`config.mk`:
```
export PLATFORM = sky130hd
export DESIGN_NAME = reset_and_power_mode_control
export DESIGN_NICKNAME = d
export VERILOG_FILES = /design/src/design/pin_sync.v /design/src/design/mcycle_timer.v /design/src/design/reset_and_power_mode_control.v
export VERILOG_INCLUDE_DIRS = /design/src /design/src/shared
export SDC_FILE = /design/constraint.sdc
export NUM_CORES = 1
export LEC_CHECK = 0
export BUFFER_PORTS_ARGS = -buffer_cell sky130_fd_sc_hd__buf_2
export CORE_ASPECT_RATIO = 1.2
export CORE_MARGIN = 5
export CORE_UTILIZATION = 52
export CTS_CLUSTER_SIZE = 30
export DETAILED_ROUTE_END_ITERATION = 10
export PLACE_DENSITY = 0.85
export SETUP_SLACK_MARGIN = 0.2
export SYNTH_ARGS = -nofsm -noshare
export SYNTH_HDL_FRONTEND = slang
export SYNTH_SLANG_ARGS = --single-unit
```
`constraint.sdc`:
```
create_clock -name core_clk_in -period 4.45 [get_ports core_clk_in]
set_clock_uncertainty 0.1 [all_clocks]
set_input_delay 0.445 -clock core_clk_in [delete_from_list [all_inputs] [get_ports core_clk_in]]
set_output_delay 0.445 -clock core_clk_in [all_outputs]
set_load 0.02 [all_outputs]
```
`src/shared/rst_pwr_defines.vh`:
```
`ifndef RST_PWR_DEFINES_VH
`define RST_PWR_DEFINES_VH

// register map, register index times four gives the byte address
`define RPM_ADDR_W          12
`define RPM_PWRCTL_IDX      10'h087
`define RPM_STAT_IDX        10'h001
`define RPM_PWRCTL_ADDR     ({`RPM_PWRCTL_IDX, 2'b00})
`define RPM_STAT_ADDR       ({`RPM_STAT_IDX, 2'b00})

// power_control_reg fields
`define RPM_IDLE_BIT        0
`define RPM_PWRDN_BIT       1
`define RPM_UFLAG_LO_BIT    2
`define RPM_UFLAG_HI_BIT    3
`define RPM_BAUD_BIT        7
`define RPM_PWRCTL_RST      8'h00
`define RPM_PWRCTL_MASK_FULL 8'h8F
`define RPM_PWRCTL_MASK_BAUD 8'h80

// status register fields
`define RPM_ST_IDLE         0
`define RPM_ST_PWRDN        1
`define RPM_ST_HOLD         2
`define RPM_ST_IRST         3
`define RPM_ST_RAMBLK       4
`define RPM_ST_PVALID       5
`define RPM_ST_IRQOK        6

// AXI responses
`define RPM_RESP_OKAY       2'b00
`define RPM_RESP_SLVERR     2'b10

// timing: the core clock is the oscillator
`define RPM_CLK_NS          8
`define RPM_OSC_NS          8
`define RPM_MC_PERIODS      12
`define RPM_SAMPLE_PHASE    9
`define RPM_PORT_HOLD_OSC   19
`define RPM_PORT_HOLD_CYC   ((`RPM_PORT_HOLD_OSC * `RPM_OSC_NS) / `RPM_CLK_NS)

`endif

```
`src/design/pin_sync.v`:
```
`timescale 1ns/100ps
module pin_sync (
  input  wire core_clk_in,
  input  wire rst_b_in,
  input  wire pin_in,
  output reg  level_out
);
  reg s1_q;
  reg s2_q;
  reg s3_q;

  // level moves only once stages two and three agree
  always @(posedge core_clk_in) begin
    if (!rst_b_in) begin
      s1_q      <= 1'b0;
      s2_q      <= 1'b0;
      s3_q      <= 1'b0;
      level_out <= 1'b0;
    end else begin
      s1_q <= pin_in;
      s2_q <= s1_q;
      s3_q <= s2_q;
      if (s2_q == s3_q) begin
        level_out <= s3_q;
      end
    end
  end
endmodule // pin_sync

```
`src/design/mcycle_timer.v`:
```
`timescale 1ns/100ps
module mcycle_timer #(
  parameter PERIODS      = 12,
  parameter SAMPLE_PHASE = 9
) (
  input  wire       core_clk_in,
  input  wire       rst_b_in,
  input  wire       run_in,
  output reg  [3:0] phase_out,
  output reg        sample_out
);
  localparam [3:0] LAST = PERIODS - 1;
  localparam [3:0] SMP  = SAMPLE_PHASE;

  // frozen while the oscillator is stopped
  always @(posedge core_clk_in) begin
    if (!rst_b_in) begin
      phase_out  <= 4'h0;
      sample_out <= 1'b0;
    end else if (run_in) begin
      phase_out  <= (phase_out == LAST) ? 4'h0 : phase_out + 4'h1;
      sample_out <= (phase_out == SMP);
    end else begin
      sample_out <= 1'b0;
    end
  end
endmodule // mcycle_timer

```
`src/design/reset_and_power_mode_control.v`:
```
// Overview of operation
// - reset pin sampled once per machine cycle at S5P2; only that sample starts reset.
// - after a sampled one, ports stay active 19 more oscillator periods.
// - internal reset zeros registers; port latches FFH, stack pointer 07H, serial buffer undefined.
// - reset never alters internal RAM; RAM undefined after power-up.
// - program counter, data pointer zero; priority, enable, power control cleared.
// - idle set by last instruction; CPU clock gated, peripherals keep clocking.
// - in idle CPU and pins hold, both strobes driven steady high.
// - enabled interrupt clears idle bit in hardware and ends idle.
// - high reset level clears idle at once; CPU runs until reset takes over.
// - between idle exit by reset and internal reset, block RAM, not ports.
// - power-down bit freezes oscillator, stopping all clocked activity.
// - power_control_reg decoded at index 87H; its bits activate power modes.
// - user flags at bits 3 and 2 are plain read/write bits.
// - bit 7 is baud select; without power modes it is the only bit.
// - ports undefined after power-up until internal reset has set latches.
// - after interrupt return, one instruction runs before another interrupt.
// - power-down left only by hardware reset, which restarts the oscillator.
// - in power-down both strobes driven low, ports keep latch values.
//
// Register access over AXI4-Lite was chosen for this implementation.
`timescale 1ns/100ps
`include "rst_pwr_defines.vh"
module reset_and_power_mode_control #(
  parameter POWER_MODES = 1
) (
  input  wire                  core_clk_in,
  input  wire                  rst_b_in,
  input  wire                  s_axi_awvalid_in,
  output reg                   s_axi_awready_out,
  input  wire [`RPM_ADDR_W-1:0] s_axi_awaddr_in,
  input  wire                  s_axi_wvalid_in,
  output reg                   s_axi_wready_out,
  input  wire [31:0]           s_axi_wdata_in,
  input  wire [3:0]            s_axi_wstrb_in,
  output reg                   s_axi_bvalid_out,
  input  wire                  s_axi_bready_in,
  output reg  [1:0]            s_axi_bresp_out,
  input  wire                  s_axi_arvalid_in,
  output reg                   s_axi_arready_out,
  input  wire [`RPM_ADDR_W-1:0] s_axi_araddr_in,
  output reg                   s_axi_rvalid_out,
  input  wire                  s_axi_rready_in,
  output reg  [31:0]           s_axi_rdata_out,
  output reg  [1:0]            s_axi_rresp_out,
  input  wire                  rst_pin_in,
  input  wire                  irq_wake_in,
  input  wire                  irq_return_in,
  input  wire                  instr_done_in,
  output reg                   cpu_clk_en_out,
  output reg                   periph_clk_en_out,
  output reg                   osc_run_out,
  output reg                   int_reset_out,
  output reg                   port_reset_out,
  output reg                   port_valid_out,
  output reg                   ram_block_out,
  output reg                   strobe_force_out,
  output reg                   strobe_level_out,
  output reg                   baud_double_out,
  output reg                   irq_accept_ok_out
);
  localparam [4:0] ST_RUN  = 5'b00001;
  localparam [4:0] ST_IDLE = 5'b00010;
  localparam [4:0] ST_PWRDN = 5'b00100;
  localparam [4:0] ST_HOLD = 5'b01000;
  localparam [4:0] ST_IRST = 5'b10000;

  localparam [7:0] PWRCTL_MASK = POWER_MODES ? `RPM_PWRCTL_MASK_FULL : `RPM_PWRCTL_MASK_BAUD;
  localparam [4:0] HOLD_LAST = `RPM_PORT_HOLD_CYC - 1;

  wire       rst_lvl;
  wire       smp;
  reg  [4:0] state_q;
  reg  [4:0] state_d;
  reg  [4:0] cnt_q;
  reg  [4:0] cnt_d;
  reg  [7:0] pwrctl_q;
  reg  [7:0] pwrctl_d;
  reg        ram_blk_q;
  reg        ram_blk_d;
  reg        pvalid_q;
  reg        pvalid_d;

  reg                   aw_have_q;
  reg                   w_have_q;
  reg [`RPM_ADDR_W-1:0] awaddr_q;
  reg [7:0]             wbyte_q;
  reg                   wlane0_q;
  wire                  wr_fire;
  wire                  wr_pwrctl;
  wire                  wr_hit;
  wire [7:0]            status;

  pin_sync u_rst_sync (
    .core_clk_in (core_clk_in),
    .rst_b_in    (rst_b_in),
    .pin_in      (rst_pin_in),
    .level_out   (rst_lvl)
  );

  // sample strobe stops with the oscillator
  mcycle_timer #(
    .PERIODS      (`RPM_MC_PERIODS),
    .SAMPLE_PHASE (`RPM_SAMPLE_PHASE)
  ) u_mcycle (
    .core_clk_in (core_clk_in),
    .rst_b_in    (rst_b_in),
    .run_in      (osc_run_out),
    .phase_out   (),
    .sample_out  (smp)
  );

  assign wr_fire = aw_have_q & w_have_q & ~s_axi_bvalid_out;
  assign wr_hit  = (awaddr_q == `RPM_PWRCTL_ADDR) || (awaddr_q == `RPM_STAT_ADDR);
  assign wr_pwrctl = wr_fire & (awaddr_q == `RPM_PWRCTL_ADDR) & wlane0_q;

  assign status = {1'b0,
                   irq_accept_ok_out,
                   pvalid_q,
                   ram_blk_q,
                   state_q == ST_IRST,
                   state_q == ST_HOLD,
                   state_q == ST_PWRDN,
                   state_q == ST_IDLE};

  always @* begin
    state_d   = state_q;
    cnt_d     = cnt_q;
    pwrctl_d  = pwrctl_q;
    ram_blk_d = ram_blk_q;
    pvalid_d  = pvalid_q;
    // writes are ignored while the internal reset owns the register
    if (wr_pwrctl && state_q != ST_IRST) begin
      pwrctl_d = wbyte_q & PWRCTL_MASK;
    end
    case (state_q)
      ST_RUN: begin
        if (smp && rst_lvl) begin
          state_d = ST_HOLD;
          cnt_d   = HOLD_LAST;
        end else if (pwrctl_q[`RPM_PWRDN_BIT]) begin
          state_d = ST_PWRDN;
        end else if (pwrctl_q[`RPM_IDLE_BIT]) begin
          state_d = ST_IDLE;
        end
      end
      ST_IDLE: begin
        if (rst_lvl) begin
          state_d   = ST_RUN;
          ram_blk_d = 1'b1;
        end else if (irq_wake_in) begin
          state_d = ST_RUN;
          pwrctl_d[`RPM_IDLE_BIT] = 1'b0;
        end
      end
      ST_PWRDN: begin
        if (rst_lvl) begin
          state_d = ST_RUN;
          pwrctl_d[`RPM_PWRDN_BIT] = 1'b0;
        end
      end
      ST_HOLD: begin
        // ports keep running until the countdown ends
        if (cnt_q == 5'd0) begin
          state_d = ST_IRST;
        end else begin
          cnt_d = cnt_q - 5'd1;
        end
      end
      ST_IRST: begin
        pwrctl_d = `RPM_PWRCTL_RST;
        ram_blk_d = 1'b0;
        if (smp && !rst_lvl) begin
          state_d  = ST_RUN;
          pvalid_d = 1'b1;
        end
      end
      default: begin
        state_d = ST_RUN;
      end
    endcase
    if (rst_lvl) begin
      pwrctl_d[`RPM_IDLE_BIT] = 1'b0;
    end
  end

  always @(posedge core_clk_in) begin
    if (!rst_b_in) begin
      state_q           <= ST_RUN;
      cnt_q             <= 5'd0;
      pwrctl_q          <= `RPM_PWRCTL_RST;
      ram_blk_q         <= 1'b0;
      pvalid_q          <= 1'b0;
      cpu_clk_en_out    <= 1'b1;
      periph_clk_en_out <= 1'b1;
      osc_run_out       <= 1'b1;
      int_reset_out     <= 1'b0;
      port_reset_out    <= 1'b0;
      port_valid_out    <= 1'b0;
      ram_block_out     <= 1'b0;
      strobe_force_out  <= 1'b0;
      strobe_level_out  <= 1'b0;
      baud_double_out   <= 1'b0;
    end else begin
      state_q           <= state_d;
      cnt_q             <= cnt_d;
      pwrctl_q          <= pwrctl_d;
      ram_blk_q         <= ram_blk_d;
      pvalid_q          <= pvalid_d;
      cpu_clk_en_out    <= ~(state_d == ST_IDLE || state_d == ST_PWRDN);
      periph_clk_en_out <= (state_d != ST_PWRDN);
      osc_run_out       <= (state_d != ST_PWRDN);
      // core loads its reset values, RAM is left alone
      int_reset_out     <= (state_d == ST_IRST);
      port_reset_out    <= (state_d == ST_IRST);
      port_valid_out    <= pvalid_d;
      ram_block_out     <= ram_blk_d;
      strobe_force_out  <= (state_d == ST_IDLE || state_d == ST_PWRDN);
      strobe_level_out  <= (state_d == ST_IDLE);
      baud_double_out   <= pwrctl_d[`RPM_BAUD_BIT];
    end
  end

  // return blocks acceptance until one more instruction completes
  always @(posedge core_clk_in) begin
    if (!rst_b_in) begin
      irq_accept_ok_out <= 1'b1;
    end else if (irq_return_in) begin
      irq_accept_ok_out <= 1'b0;
    end else if (instr_done_in) begin
      irq_accept_ok_out <= 1'b1;
    end
  end

  // write channel: address and data taken in either order
  always @(posedge core_clk_in) begin
    if (!rst_b_in) begin
      aw_have_q         <= 1'b0;
      w_have_q          <= 1'b0;
      awaddr_q          <= {`RPM_ADDR_W{1'b0}};
      wbyte_q           <= 8'h00;
      wlane0_q          <= 1'b0;
      s_axi_awready_out <= 1'b1;
      s_axi_wready_out  <= 1'b1;
      s_axi_bvalid_out  <= 1'b0;
      s_axi_bresp_out   <= `RPM_RESP_OKAY;
    end else begin
      if (s_axi_awvalid_in && s_axi_awready_out) begin
        aw_have_q         <= 1'b1;
        awaddr_q          <= s_axi_awaddr_in;
        s_axi_awready_out <= 1'b0;
      end
      if (s_axi_wvalid_in && s_axi_wready_out) begin
        w_have_q         <= 1'b1;
        wbyte_q          <= s_axi_wdata_in[7:0];
        wlane0_q         <= s_axi_wstrb_in[0];
        s_axi_wready_out <= 1'b0;
      end
      if (wr_fire) begin
        aw_have_q        <= 1'b0;
        w_have_q         <= 1'b0;
        s_axi_bvalid_out <= 1'b1;
        s_axi_bresp_out  <= wr_hit ? `RPM_RESP_OKAY : `RPM_RESP_SLVERR;
      end
      if (s_axi_bvalid_out && s_axi_bready_in) begin
        s_axi_bvalid_out  <= 1'b0;
        s_axi_awready_out <= 1'b1;
        s_axi_wready_out  <= 1'b1;
      end
    end
  end

  // read channel
  always @(posedge core_clk_in) begin
    if (!rst_b_in) begin
      s_axi_arready_out <= 1'b1;
      s_axi_rvalid_out  <= 1'b0;
      s_axi_rdata_out   <= 32'h0000_0000;
      s_axi_rresp_out   <= `RPM_RESP_OKAY;
    end else if (s_axi_arvalid_in && s_axi_arready_out) begin
      s_axi_arready_out <= 1'b0;
      s_axi_rvalid_out  <= 1'b1;
      if (s_axi_araddr_in == `RPM_PWRCTL_ADDR) begin
        s_axi_rdata_out <= {24'h00_0000, pwrctl_q};
        s_axi_rresp_out <= `RPM_RESP_OKAY;
      end else if (s_axi_araddr_in == `RPM_STAT_ADDR) begin
        s_axi_rdata_out <= {24'h00_0000, status};
        s_axi_rresp_out <= `RPM_RESP_OKAY;
      end else begin
        s_axi_rdata_out <= 32'h0000_0000;
        s_axi_rresp_out <= `RPM_RESP_SLVERR;
      end
    end else if (s_axi_rvalid_out && s_axi_rready_in) begin
      s_axi_rvalid_out  <= 1'b0;
      s_axi_arready_out <= 1'b1;
    end
  end
endmodule // reset_and_power_mode_control

```
==> key figures <==
Place
  • IO buf count: 66
  • Hpwl dp: 5138 um
  • GP Congestion: ~0.87
  • Placed Area: 3314 um2

CTS
  • TritonCTS buffer count: 9
  • Clock Tree Buf Depth: 2
  • Clk_lat worst skew: between 0.3 and 0.4 ns
  • Post_cts resized: 0
  • Clock sink total: 67
  • Root Driver: clkbuf_8
  • Hold_buf cts: 0
  • CTS tree: yes
  • Clk slew on worst S/H paths: about 0.07 ns
  • H-tree levels: 3
  • Postcts setup bufs: 0

Layout
  • Layout area overhead: 15.16%
  • Net count, final: roughly 500
  • N_diodes: 0
  • Share of layout cells above drive strength 1: 0.1977
  • Final Cell Area: ~3500 um2
  • Area of the multi-input gates: about 1500 um2
  • Fillcell total: 516
  • Register area: approximately 1300 um2

Die
  • Top Ports: 123
  • Die width: between 80 and 90 um
  • Die area: 7532 um2
  • Core Region: approximately 5700 um2
  • Row count: 30
  • Die Y-Extent: roughly 94 um
  • Initial Util: 0.5368

Synth
  • Mapped Avg Cell Area: 8.301 um2
  • Synth Register Bits: 67
  • Cell Area, Synth: about 3000 um2
  • Synthesized instance count: about 370
  • Cell with the most instances after synthesis: dfxtp_1
  • Area leader, netlist: dfxtp_1
  • FFs w/ async S/R, synth: 0
  • Post-synthesis sequential area ratio: 0.4379
  • Synth top area share: 0.4379
  • Ranking of synthesized cells by area: dfxtp_1 44%, buf_4 6.9%, a21oi_1 6.5%, nand2_1 5.6%, nor2_1 3.1%
  • EDFF count, synth: 0
  • Synth unique cells: 56
  • Prevailing post-synth register cell: dfxtp_1
  • Ys Warns: 0
  • Top post-synthesis cells by count: 67 x dfxtp_1, 46 x nand2_1, 40 x a21oi_1

Routing
  • Post-Route WL: a little over 7000 um
  • DR pass1 iterations: 4
  • Via/cell ratio: 5.418
  • Drt drc: 0
  • Antenna-violating nets left: 0
  • Initial DRC count: roughly 240
  • Routed len/inst: ~14 um
  • Detailed-route via count: ~2800

Global routing
  • Total track usage: 0.1979
  • Gr ovfl total: 0
  • First-pass GRT wire length: 11800 um
  • Number of global-route vias before repair: between 2000 and 3000
  • Initial antenna violation count: 0
  • Pin count of the biggest net entering global routing: 25

Worst setup path
  • Crit-path cells: nor2_1 > a311oi_2 > nand3_1 > a2111oi_0
  • Max FO, Critical Path: 15
  • WP data required: between 4 and 5 ns
  • CP Class: register to register
  • Worst path max stage delay: approximately 0.65 ns
  • Startpoint class of the critical path: register
  • Worst path arrival time: 2.42 ns
  • Slowest CP cell: dfxtp_1
  • Crit end category: register

Timing
  • RSZ-0062 raised after global routing: no
  • Total negative slack: 0 ns
  • Measured slew at the worst slew-check pin: 0.8420 ns
  • Setup violators final: 0
  • Relative slew slack: 0.4343
  • Final Slew Violations: 0
  • Tmin final: around 2.3 ns
  • WHS: slightly below 0.2 ns
  • Max Freq: between 0.4 and 0.5 GHz
  • Final hold vios: 0
  • Fin crit share: 0.5172

Outcome
  • Status: finished clean

Min path
  • Worst hold path class: input port to register

Pwr
  • Power per cell area: approximately 360 nW/um2
  • Lkg Pwr: 1.459 nW
  • Peak supply drop: ~0.00026 V

Run
  • Max-cap violation count: 0
==> path summary, 6_finish.rpt <==
path / cells after the start / slack (ns) / startpoint / to
min reg2reg: 1 / 0.34 / u_rst_sync.s1_q / u_rst_sync.s2_q
max reg2reg: 4 / 2.15 / state_q[2] / pwrctl_q[0]
max: 4 / 2.15 / state_q[2] / pwrctl_q[0]
min: 2 / 0.19 / irq_return_in / irq_accept_ok_out
==> worst max-delay path: cells and delay by family, from the launching register on <==
| kind | cells | cell delay (ns) |
|---|---|---|
| compound gates | 2 | 0.94 |
| simple gates | 2 | 0.48 |
| flops | 1 | 0.65 |
==> cell families after synthesis <==
group,Yosys count,synth area share
flip-flops,67,0.4379
buffers and inverters,55,0.1025
XOR/XNOR,3,0.008580
other,1,0.001224
multiplexers,2,0.006944
adder cells (fa/ha/maj),4,0.01634
AND/OR/NAND/NOR,150,0.2516
AO/OA/AOI/OAI,87,0.1748
==> stage by stage <==
stage / setup slack, ns / instances / utilization / total power, mW
final: 2.148 / 510 / 0.6182 / 1.275
after global routing: 1.907 / 510 / 0.6182 / 1.324
after global placement: 2.128 / 495 / 0.5809 / 0.7484
after floorplan: 2.503 / 394 / - / 0.7331
after detailed placement: 2.113 / 495 / 0.5809 / 0.7523
after CTS: 2.235 / 510 / 0.6182 / 1.278
==> flip-flops by register name, indices dropped and copies added, names as in the netlist, 4 cells and up <==
signal	count
u_mcycle.phase_out	4
cnt_q	5
pwrctl_q	4
s_axi_rdata_out	8
awaddr_q	12
wbyte_q	5
state_q	5
==> where the power goes <==
group          leakage, nW  switching [mW]  internal, mW  total, mW
Sequential           0.546          0.0145         0.619      0.634
Combinational        0.804          0.0706        0.0357      0.106
Clock                0.109           0.217         0.317      0.534
Total                 1.46           0.302         0.972       1.27
==> cell type report <==
type / instances / area share
Multi-Input combinational cell: 272 / 0.4257
Timing Repair Buffer: 67 / 0.09578
Clock buffer: 14 / 0.05179
Tap cell: 80 / 0.02838
Inverter: 9 / 0.009578
Clock inverter: 1 / 0.008514
Sequential cell: 67 / 0.3803
==> per-layer routing <==
layer  up-vias  track usage  routed length, um
li1       1376            -                  -
met1      1303       0.2404               2923
met2        71       0.3349               3815
met3        13      0.03359                315
met4         0      0.09577                149
met5         -            0                  0
==> placed cells by master, fill, tap and decap left out, types with 5 or more instances in the layout <==
cell and count:
dfxtp_1 67, buf_2 66, nand2_1 46, a21oi_1 40, conb_1 26, nor2_1 25
o21ai_0 17, nand3_1 15, clkbuf_8 13, nor3_1 11, inv_1 8, and2_1 8
nand4_1 8, nor4_1 5, or3_1 5
Note: power is estimated with default switching activity, not from simulation.
